### src/rtl/sync_serial_defines.vh
/*
 * register offsets, field positions, reset values and counts of the
 * synchronous serial port. assumes a 32-bit apb slave, word aligned.
 */
`ifndef SYNC_SERIAL_DEFINES_VH
`define SYNC_SERIAL_DEFINES_VH

// ----------------------------------------------------------------------
// register byte offsets
// ----------------------------------------------------------------------
`define OFS_SERIAL_CTRL   12'h000
`define OFS_TX_FIFO_PORT  12'h004
`define OFS_RX_FIFO_PORT  12'h008
`define OFS_SERIAL_FLAGS  12'h00c
`define OFS_FIFO_CTRL     12'h010
`define OFS_FIFO_COUNT    12'h014
`define OFS_PORT_PIN      12'h018
`define OFS_LINE_STATUS   12'h01c

// ----------------------------------------------------------------------
// serial_ctrl_reg fields
// ----------------------------------------------------------------------
`define CTRL_TX_IRQ_EN    7
`define CTRL_RX_IRQ_EN    6
`define CTRL_TX_ON        5
`define CTRL_RX_ON        4
`define CTRL_FAULT_IRQ_EN 3
`define CTRL_CLK_EXT      1

// ----------------------------------------------------------------------
// serial_flags_reg fields
// ----------------------------------------------------------------------
`define FLG_FAULT_SUM     7
`define FLG_TX_DONE       6
`define FLG_TX_LOW        5
`define FLG_LINE_BREAK    4
`define FLG_FRAMING       3
`define FLG_PARITY        2
`define FLG_RX_THRESH     1
`define FLG_DATA_WAIT     0

// ----------------------------------------------------------------------
// other fields, reset values, counts
// ----------------------------------------------------------------------
`define PIN_DIR           1
`define PIN_LEVEL         0
`define FLAGS_RESET       8'h60
`define FIFO_DEPTH        5'h10
`define BITS_PER_CHAR     4'h8
`define SCK_HALF_DIV      8'h04

`endif

### src/rtl/sync_serial_port.v
/*
 * synchronous-mode serial port with 16-byte tx and rx fifos, four
 * interrupt request lines and a tx pin steered by the port register.
 * assumes an apb master on pclk and a serial partner on txd, rxd, sck.
 */
// The register addresses and the APB slave port are this design's own decisions.
// Operation
// - written byte moves to shifter, shifts out
// - tx low flag when count below threshold
// - tx irq when enable and low flag
// - internal clock gives eight pulses per char
// - lsb first; external clock followed
// - bit 7 checks fifo, reloads back to back
// - empty at bit 7 sets done, holds line
// - clock pin high after transmission
// - receive lsb first synced to clock
// - store if room else overrun, block rx
// - rx irq on enable and threshold flag
// - break irq on enables and break/overrun
// - fault irq on enables and fault summary
// - fault enable alone gives fault, break irqs
// - four irq lines, driven independently
// - tx low flag re-sets if still low; code re-sets at or below threshold
// - rx threshold flag, re-sets while met
// - fifo counts: tx high, rx low byte
// - break sets framing, blocks fifo writes
// - tx pin from port bits until enabled
// - tx off resets transmitter, pin level
// - change on falling, sample on rising
// - eight data bits, no parity
`timescale 1ns/1ps
`include "sync_serial_defines.vh"

module sync_serial_port (
    input  wire        pclk,
    input  wire        presetn,
    input  wire        psel,
    input  wire        penable,
    input  wire        pwrite,
    input  wire [11:0] paddr,
    input  wire [31:0] pwdata,
    output reg  [31:0] prdata,
    output reg         pready,
    output reg         pslverr,
    input  wire        rxd,
    input  wire        sck_in,
    output reg         sck_out,
    output reg         sck_oe,
    output reg         txd_out,
    output reg         txd_oe,
    output reg         rx_fault_irq,
    output reg         rx_data_irq,
    output reg         break_irq,
    output reg         tx_empty_irq
);

// ----------------------------------------------------------------------
// registers and storage
// ----------------------------------------------------------------------
reg  [7:0]  ctrl_q, flags_q, div_q, zero_run_q;
reg  [1:0]  pin_q;
reg  [3:0]  tx_threshold_field_q, rx_threshold_field_q;
reg  [7:0]  tx_mem [0:15];
reg  [7:0]  rx_mem [0:15];
reg  [3:0]  tx_rd_q, tx_wr_q, rx_rd_q, rx_wr_q;
reg  [4:0]  tx_cnt_q, rx_cnt_q;
reg  [7:0]  tx_shifter_q, rx_shifter_q;
reg  [3:0]  tx_bit_q, rx_bit_q;
reg         overrun_flag_q, tx_busy_q, sck_int_q, sck_prev_q, brk_q;
reg  [1:0]  sck_sync_q, rxd_sync_q;

wire acc      = psel & penable & pready;
wire wr_acc   = acc & pwrite;
wire rd_acc   = acc & ~pwrite;
wire tx_on    = ctrl_q[`CTRL_TX_ON];
wire rx_on    = ctrl_q[`CTRL_RX_ON];
wire clk_ext  = ctrl_q[`CTRL_CLK_EXT];
wire tx_push  = wr_acc && paddr == `OFS_TX_FIFO_PORT &&
                tx_cnt_q != `FIFO_DEPTH;
wire rx_pop   = rd_acc && paddr == `OFS_RX_FIFO_PORT && rx_cnt_q != 5'h00;
wire flag_wr  = wr_acc && paddr == `OFS_SERIAL_FLAGS;
wire ls_wr    = wr_acc && paddr == `OFS_LINE_STATUS;

// ----------------------------------------------------------------------
// serial clock: internal divider or synchronised external pin
// ----------------------------------------------------------------------
// edges of the serial clock
wire sck_now  = clk_ext ? sck_sync_q[1] : sck_int_q;
wire sck_fall = sck_prev_q & ~sck_now;
wire sck_rise = ~sck_prev_q & sck_now;
wire run_int  = tx_busy_q & ~clk_ext;

always @(posedge pclk or negedge presetn) begin
    if (!presetn) begin
        sck_sync_q <= 2'b11;
        rxd_sync_q <= 2'b11;
        sck_prev_q <= 1'b1;
        div_q      <= 8'h00;
        sck_int_q  <= 1'b1;
    end else begin
        sck_sync_q <= {sck_sync_q[0], sck_in};
        rxd_sync_q <= {rxd_sync_q[0], rxd};
        sck_prev_q <= sck_now;
        // pulses only while a character is shifting
        if (run_int) begin
            if (div_q == `SCK_HALF_DIV - 8'h01) begin
                div_q     <= 8'h00;
                sck_int_q <= ~sck_int_q;
            end else begin
                div_q <= div_q + 8'h01;
            end
        end else begin
            div_q     <= 8'h00;
            sck_int_q <= 1'b1;
        end
    end
end

// ----------------------------------------------------------------------
// transmitter
// ----------------------------------------------------------------------
// fifo checked as bit 7 goes out
wire last_bit = tx_busy_q && sck_fall && tx_bit_q == `BITS_PER_CHAR - 4'h2;
// last character ends on the edge taking bit 7
wire tx_end   = tx_busy_q && sck_rise && tx_bit_q == `BITS_PER_CHAR - 4'h1;
// idle start takes the first byte at once, without waiting for an edge
wire tx_start = tx_on && !tx_busy_q && tx_cnt_q != 5'h00;
wire tx_pop_shift = tx_start || (last_bit && tx_cnt_q != 5'h00);

always @(posedge pclk or negedge presetn) begin
    if (!presetn) begin
        tx_shifter_q <= 8'h00;
        tx_bit_q     <= 4'h0;
        tx_busy_q    <= 1'b0;
        txd_out      <= 1'b1;
        txd_oe       <= 1'b0;
        sck_out      <= 1'b1;
        sck_oe       <= 1'b0;
    end else begin
        sck_out <= sck_int_q;
        sck_oe  <= ~clk_ext;
        if (!tx_on) begin
            // transmitter reset at once, pin from port bits
            tx_busy_q <= 1'b0;
            tx_bit_q  <= 4'h0;
            txd_out   <= pin_q[`PIN_LEVEL];
            txd_oe    <= pin_q[`PIN_DIR];
        end else begin
            txd_oe <= 1'b1;
            if (tx_start) begin
                // bit 0 goes out on the first falling edge
                tx_shifter_q <= tx_mem[tx_rd_q];
                tx_bit_q     <= 4'hf;
                tx_busy_q    <= 1'b1;
            end else if (last_bit) begin
                txd_out <= tx_shifter_q[7];
                if (tx_cnt_q != 5'h00) begin
                    tx_shifter_q <= tx_mem[tx_rd_q];
                    tx_bit_q     <= 4'hf;
                end else begin
                    tx_bit_q <= `BITS_PER_CHAR - 4'h1;
                end
            end else if (tx_end) begin
                tx_busy_q <= 1'b0;
            end else if (tx_busy_q && sck_fall) begin
                tx_bit_q <= tx_bit_q + 4'h1;
                txd_out  <= tx_shifter_q[tx_bit_q[2:0] + 3'h1];
            end
        end
    end
end

// ----------------------------------------------------------------------
// receiver
// ----------------------------------------------------------------------
wire rx_full  = rx_cnt_q == `FIFO_DEPTH;
wire rx_done  = rx_on && !overrun_flag_q && sck_rise &&
                rx_bit_q == `BITS_PER_CHAR - 4'h1;
// no fifo writes during a break, its last zero included
wire rx_push  = rx_done && !rx_full && !brk_q &&
                !(zero_run_q == 8'h0f && !rxd_sync_q[1]);

always @(posedge pclk or negedge presetn) begin
    if (!presetn) begin
        rx_shifter_q <= 8'h00;
        rx_bit_q     <= 4'h0;
        zero_run_q   <= 8'h00;
        brk_q        <= 1'b0;
    end else begin
        if (!rx_on) begin
            rx_bit_q <= 4'h0;
        end else if (!overrun_flag_q && sck_rise) begin
            rx_shifter_q <= {rxd_sync_q[1], rx_shifter_q[7:1]};
            rx_bit_q     <= (rx_bit_q == `BITS_PER_CHAR - 4'h1) ?
                            4'h0 : rx_bit_q + 4'h1;
        end
        // break: two whole characters of zeros
        if (rx_on && sck_rise) begin
            if (rxd_sync_q[1])
                zero_run_q <= 8'h00;
            else if (zero_run_q != 8'hff)
                zero_run_q <= zero_run_q + 8'h01;
        end
        brk_q <= zero_run_q >= 8'h10;
    end
end

// ----------------------------------------------------------------------
// fifos and counts
// ----------------------------------------------------------------------
wire [7:0] rx_byte = {rxd_sync_q[1], rx_shifter_q[7:1]};

always @(posedge pclk or negedge presetn) begin
    if (!presetn) begin
        tx_rd_q  <= 4'h0;
        tx_wr_q  <= 4'h0;
        rx_rd_q  <= 4'h0;
        rx_wr_q  <= 4'h0;
        tx_cnt_q <= 5'h00;
        rx_cnt_q <= 5'h00;
    end else begin
        if (tx_push) begin
            tx_mem[tx_wr_q] <= pwdata[7:0];
            tx_wr_q         <= tx_wr_q + 4'h1;
        end
        if (tx_pop_shift)
            tx_rd_q <= tx_rd_q + 4'h1;
        tx_cnt_q <= tx_cnt_q + {4'h0, tx_push} - {4'h0, tx_pop_shift};
        if (rx_push) begin
            rx_mem[rx_wr_q] <= rx_byte;
            rx_wr_q         <= rx_wr_q + 4'h1;
        end
        if (rx_pop)
            rx_rd_q <= rx_rd_q + 4'h1;
        rx_cnt_q <= rx_cnt_q + {4'h0, rx_push} - {4'h0, rx_pop};
    end
end

// ----------------------------------------------------------------------
// flags: hardware set wins over software clear
// ----------------------------------------------------------------------
// below threshold
wire tx_low   = tx_cnt_q < {1'b0, tx_threshold_field_q};
// at or below threshold re-sets after clear
wire tx_relow = tx_cnt_q <= {1'b0, tx_threshold_field_q};
wire rx_met   = rx_cnt_q >= {1'b0, rx_threshold_field_q};
wire [7:0] wclr = flag_wr ? pwdata[7:0] : 8'hff;
wire       tx_clr = ~wclr[`FLG_TX_LOW];

always @(posedge pclk or negedge presetn) begin
    if (!presetn) begin
        flags_q        <= `FLAGS_RESET;
        overrun_flag_q <= 1'b0;
    end else begin
        // writing 0 clears, writing 1 keeps
        flags_q[`FLG_TX_LOW] <= tx_low | (tx_clr & tx_relow) |
                                (flags_q[`FLG_TX_LOW] & ~tx_clr);
        flags_q[`FLG_TX_DONE] <= (last_bit && tx_cnt_q == 5'h00) |
                                 (flags_q[`FLG_TX_DONE] &
                                  wclr[`FLG_TX_DONE] & ~tx_push);
        flags_q[`FLG_RX_THRESH] <= rx_met |
                                   (flags_q[`FLG_RX_THRESH] &
                                    wclr[`FLG_RX_THRESH]);
        flags_q[`FLG_FRAMING] <= brk_q |
                                 (flags_q[`FLG_FRAMING] & wclr[`FLG_FRAMING]);
        flags_q[`FLG_LINE_BREAK] <= brk_q |
                                    (flags_q[`FLG_LINE_BREAK] &
                                     wclr[`FLG_LINE_BREAK]);
        flags_q[`FLG_PARITY] <= flags_q[`FLG_PARITY] & wclr[`FLG_PARITY];
        flags_q[`FLG_DATA_WAIT] <= 1'b0;
        flags_q[`FLG_FAULT_SUM] <= brk_q |
                                   (flags_q[`FLG_FAULT_SUM] &
                                    wclr[`FLG_FAULT_SUM]);
        // overrun when the fifo has no room
        overrun_flag_q <= (rx_done && rx_full) |
                          (overrun_flag_q & ~(ls_wr & ~pwdata[0]));
    end
end

// ----------------------------------------------------------------------
// interrupt request lines
// ----------------------------------------------------------------------
wire rx_irq_enable  = ctrl_q[`CTRL_RX_IRQ_EN];
wire rx_fault_irq_enable = ctrl_q[`CTRL_FAULT_IRQ_EN];

always @(posedge pclk or negedge presetn) begin
    if (!presetn) begin
        rx_fault_irq <= 1'b0;
        rx_data_irq  <= 1'b0;
        break_irq    <= 1'b0;
        tx_empty_irq <= 1'b0;
    end else begin
        rx_fault_irq <= (rx_irq_enable | rx_fault_irq_enable) & flags_q[`FLG_FAULT_SUM];
        // data-ready never counts in this mode
        rx_data_irq  <= rx_irq_enable & flags_q[`FLG_RX_THRESH];
        break_irq    <= (rx_irq_enable | rx_fault_irq_enable) &
                        (flags_q[`FLG_LINE_BREAK] | overrun_flag_q);
        tx_empty_irq <= ctrl_q[`CTRL_TX_IRQ_EN] & flags_q[`FLG_TX_LOW];
    end
end

// ----------------------------------------------------------------------
// apb slave: one wait-free access, unmapped reads zero with error
// ----------------------------------------------------------------------
reg [31:0] rd_d;
reg        hit_d;

always @* begin
    rd_d  = 32'h00000000;
    hit_d = 1'b1;
    case (paddr)
        `OFS_SERIAL_CTRL:  rd_d = {24'h000000, ctrl_q};
        `OFS_TX_FIFO_PORT: rd_d = 32'h00000000;
        `OFS_RX_FIFO_PORT: rd_d = {24'h000000, rx_mem[rx_rd_q]};
        `OFS_SERIAL_FLAGS: rd_d = {24'h000000, flags_q};
        `OFS_FIFO_CTRL:    rd_d = {24'h000000, tx_threshold_field_q,
                                   rx_threshold_field_q};
        // tx count high byte, rx low byte
        `OFS_FIFO_COUNT:   rd_d = {16'h0000, 3'h0, tx_cnt_q,
                                   3'h0, rx_cnt_q};
        `OFS_PORT_PIN:     rd_d = {30'h0, pin_q};
        `OFS_LINE_STATUS:  rd_d = {31'h0, overrun_flag_q};
        default:           hit_d = 1'b0;
    endcase
end

always @(posedge pclk or negedge presetn) begin
    if (!presetn) begin
        prdata               <= 32'h00000000;
        pready               <= 1'b0;
        pslverr              <= 1'b0;
        ctrl_q               <= 8'h00;
        pin_q                <= 2'b00;
        tx_threshold_field_q <= 4'h8;
        rx_threshold_field_q <= 4'h1;
    end else begin
        pready  <= psel & ~penable;
        pslverr <= psel & ~penable & ~hit_d;
        prdata  <= (psel & ~penable & ~pwrite) ? rd_d : 32'h00000000;
        if (wr_acc && pready) begin
            case (paddr)
                `OFS_SERIAL_CTRL: ctrl_q <= pwdata[7:0];
                `OFS_PORT_PIN:    pin_q  <= pwdata[1:0];
                `OFS_FIFO_CTRL: begin
                    tx_threshold_field_q <= pwdata[7:4];
                    rx_threshold_field_q <= pwdata[3:0];
                end
                default: ;
            endcase
        end
    end
end

endmodule // sync_serial_port

### config.mk
export PLATFORM = sky130hd
export DESIGN_NAME = sync_serial_port
export DESIGN_NICKNAME = d
export VERILOG_FILES = /design/src/rtl/sync_serial_port.v
export VERILOG_INCLUDE_DIRS = /design/src /design/src/rtl
export SDC_FILE = /design/constraint.sdc
export NUM_CORES = 1
export LEC_CHECK = 0
export ABC_AREA = 1
export BUFFER_PORTS_ARGS = -buffer_cell sky130_fd_sc_hd__buf_2
export CAP_MARGIN = 10
export CORE_MARGIN = 2
export CORE_UTILIZATION = 60
export DETAILED_ROUTE_END_ITERATION = 6
export MAX_ROUTING_LAYER = met4
export PLACE_DENSITY = 0.86
export SYNTH_ARGS = -nofsm -noshare
export SYNTH_HDL_FRONTEND = slang
export SYNTH_SLANG_ARGS = --single-unit
### constraint.sdc
create_clock -name pclk -period 2.98 [get_ports pclk]
set_input_delay 0.447 -clock pclk [delete_from_list [all_inputs] [get_ports pclk]]
set_output_delay 0.447 -clock pclk [all_outputs]
set_load 0.02 [all_outputs]
==> reports/metrics.yaml <==
internal_power_mw: 8.54
drtPass1Iterations: 6
holdWs_ns: 0.0142
end_kind: "flop"
cts.sink_count: 378
clk_latency_ns: 0.53
hold_violations: 0
finalClockSkew_ns: 0.0217
dp_hpwl_mm: 24.0
synth_top_area_share_pct: 46.5
die_y_um: 170
synth_area_um2: 16500
fin_util_pct: 68.7
initialDrtViolationCount: 1482
slew_violations: 0
nNetsFinal: 1758
ys_warn_count: 0
critPathLaunchType: "flop"
async_reset_ff_share_pct: 32.3
rsz0062_at_grt: "false"
swShare_pct: 21.0
antenna_found_initial: 0
fin_crit_sh_pct: 95.7
area_growth_pct: 12.5
wl_mm: 38.9
powerDensity_nw_per_um2: 582
netlist_instances: 1579
cts_tree: "done"
pwr-share-clk_pct: 43.8
required_ns: 3.43
core-area_um2: 27000
num_antenna_cells: 0
drc: 0
yosysMostFrequentCell: "nand2_1"
outcome: "finished, final reports clean"
crit_arrival_ns: 3.30
io_pins: 93
layout_setup_ws_ns: 0.128
wl_per_cell_um: 19.1
path_max_fanout: 4
ys.flop_type: "edfxtp_1"
htreeDepth: 2
finalSetupViolCount: 0
die-area_um2: 28900
p_sw_mw: 2.27
period_needed_ns: 2.85
initial_core_util_pct: 61.1
gp_congestion: 0.958
grt_overflow: 0
slew-limit-headroom_pct: 17.1
core.rowCount: 60
die_w_um: 170
synth.area.top_cells: "edfxtp_1 47%, dfrtp_1 17%, nand2_1 8.5%"
synth_commonest_cells: "372 x nand2_1, 256 x edfxtp_1, 162 x nor2_1"
cts_buffer_depth: 3
maxCapViolCount: 0
critPathKind: "flop to flop"
p_seq_share_pct: 52.6
fmax_ghz: 0.351
ys_seq_area_share_pct: 65.1
tightest_slew_ns: 1.24
pre_cts_slack_ns: 0.109
grt_pass1_wl_mm: 61.0
synth.distinct_cells: 40
port_buffers: 49
track_usage_pct: 28.3
grt_pass1_vias: 11600
holdBufCountCts: 0
synth-edff-count: 256
leakage_nw: 7.87
setup_tns_ns: 0
yosysTopAreaCell: "edfxtp_1"
vdd.ir_drop.worst_uv: 496
min_path_type: "input pin to flop"
vias_per_cell: 5.91
yosys_register_bits: 378
syn_avg_cell_area_um2: 10.5
cts_root_buffer: "clkbuf_16"
drive_gt1_share_pct: 12.0
ant_nets: 0
grt_max_degree: 123
finalPower_mw: 10.8
path_clk_slew_ns: 0.06
p_comb_share_pct: 3.7
cts_buffers: 37
vias: 12000
==> sequential cells by signal, summed over array words and instances (netlist names), 5 cells and up <==
| register | cells |
|---|---|
| rx_mem | 128 |
| tx_mem | 128 |
| prdata | 13 |
| ctrl_q | 8 |
| div_q | 8 |
| tx_shifter_q | 8 |
| zero_run_q | 8 |
| flags_q | 7 |
| rx_shifter_q | 7 |
| rx_cnt_q | 5 |
| tx_cnt_q | 5 |
==> worst max-delay path, stage by stage, from the launching register on <==
cell	delay (ns)
dfstp_2	0.53
clkinv_1	0.09
o21ai_2	0.20
nand2_2	0.14
nor2_4	0.15
nand3_2	0.11
inv_2	0.11
nand2_4	0.08
ha_1	0.29
inv_1	0.04
ha_1	0.20
fa_2	0.37
a21oi_2	0.15
nor2_1	0.05
nor2_1	0.10
xor2_1	0.16
==> placed cells by master (no fill, tap or decap), types with 3 or more instances in the layout <==
cell type  netlist  final
a31oi_1          5      5
clkinv_2         0      6
a21oi_1         48     47
o211ai_1        18     18
ha_1            36     36
clkinv_1         5      7
nand2_2          6      6
nor3_1          12     12
nand2_1        372    372
nor2_2           4      5
edfxtp_1       256    256
nor2_1         162    161
nor2_4           6      6
clkbuf_16        0     39
dfrtp_2          0      3
dfstp_2         12     12
nand3b_1         4      4
inv_2            8      8
inv_1          136    136
nand4_1         22     22
clkbuf_8         0      4
o21ai_0        111    111
xnor2_1          3      3
buf_4           19     48
xor2_1          25     25
o22ai_1          8      8
buf_2           13     48
conb_1           1     19
clkbuf_1        27      9
bufinv_16        0      3
nand3_1        126    125
dfrtp_1        110    107
==> power groups by stage <==
stage                     sequential, mW  combinational (mW)  clock (mW)
after CTS                           5.68               0.396        4.76
after detailed placement            5.78               0.390           0
after global placement              5.78               0.366           0
after floorplan                     5.78               0.253           0
final                               5.68               0.398        4.73
after global routing                5.68               0.447        4.96
==> repair_timing <==
item	4_1_cts	5_1_grt
buffers inserted	0	1
endpoints found under the hold margin	0	0
setup endpoints to repair	0	2
gates resized for setup	0	5
==> metal layers <==
layer / vias up / wire [um] / GRT usage [%]
li1: 5465 / - / -
met1: 5694 / 14700 / 36.3
met2: 729 / 18600 / 44.8
met3: 160 / 3610 / 3.95
met4: 0 / 1950 / 13.8
met5: - / 0 / -
==> final cells by class <==
cell class,count,area (um^2)
flip-flops and latches,378,10800
repair buffers,98,641
well taps,341,427
clock inverters,15,173
clock buffers,52,1060
multi-input cells,1005,4950
inverters,149,559
fillers,1756,8450
==> metrics by stage <==
stage	cell area (um^2)	cells
floorplan	16600	1597
global placement	17300	1970
detailed placement	17300	1970
CTS	18600	2037
global route	18600	2038
finish	18600	2038
==> cells by family (layout without fill, tap and decap cells) <==
logic type,Yosys count,in the layout,synth area share [%]
other,1,19,0.0227
and+or+nand+nor,720,720,18.4
AOI/OAI and AO/OA,200,200,6.62
xor gates and xnor gates,28,28,1.48
buffers and inverters,214,314,5.39
DFF,378,378,65.1
adders and majority gates,38,38,2.97
==> worst paths after layout <==
kind | to | slack (ns) | depth (start not counted) | startpoint
max in group asynchronous | tx_bit_q[0] | 2.42 | 2 | presetn
min reg2reg | sck_sync_q[1] | 0.36 | 0 | sck_sync_q[0]
max | rx_cnt_q[4] | 0.13 | 15 | sck_int_q
min | rxd_sync_q[0] | 0.01 | 1 | rxd
min in group asynchronous | rx_rd_q[3] | 0.10 | 2 | presetn
max reg2reg | rx_cnt_q[4] | 0.13 | 15 | sck_int_q
(Power assumes the default switching activity.)
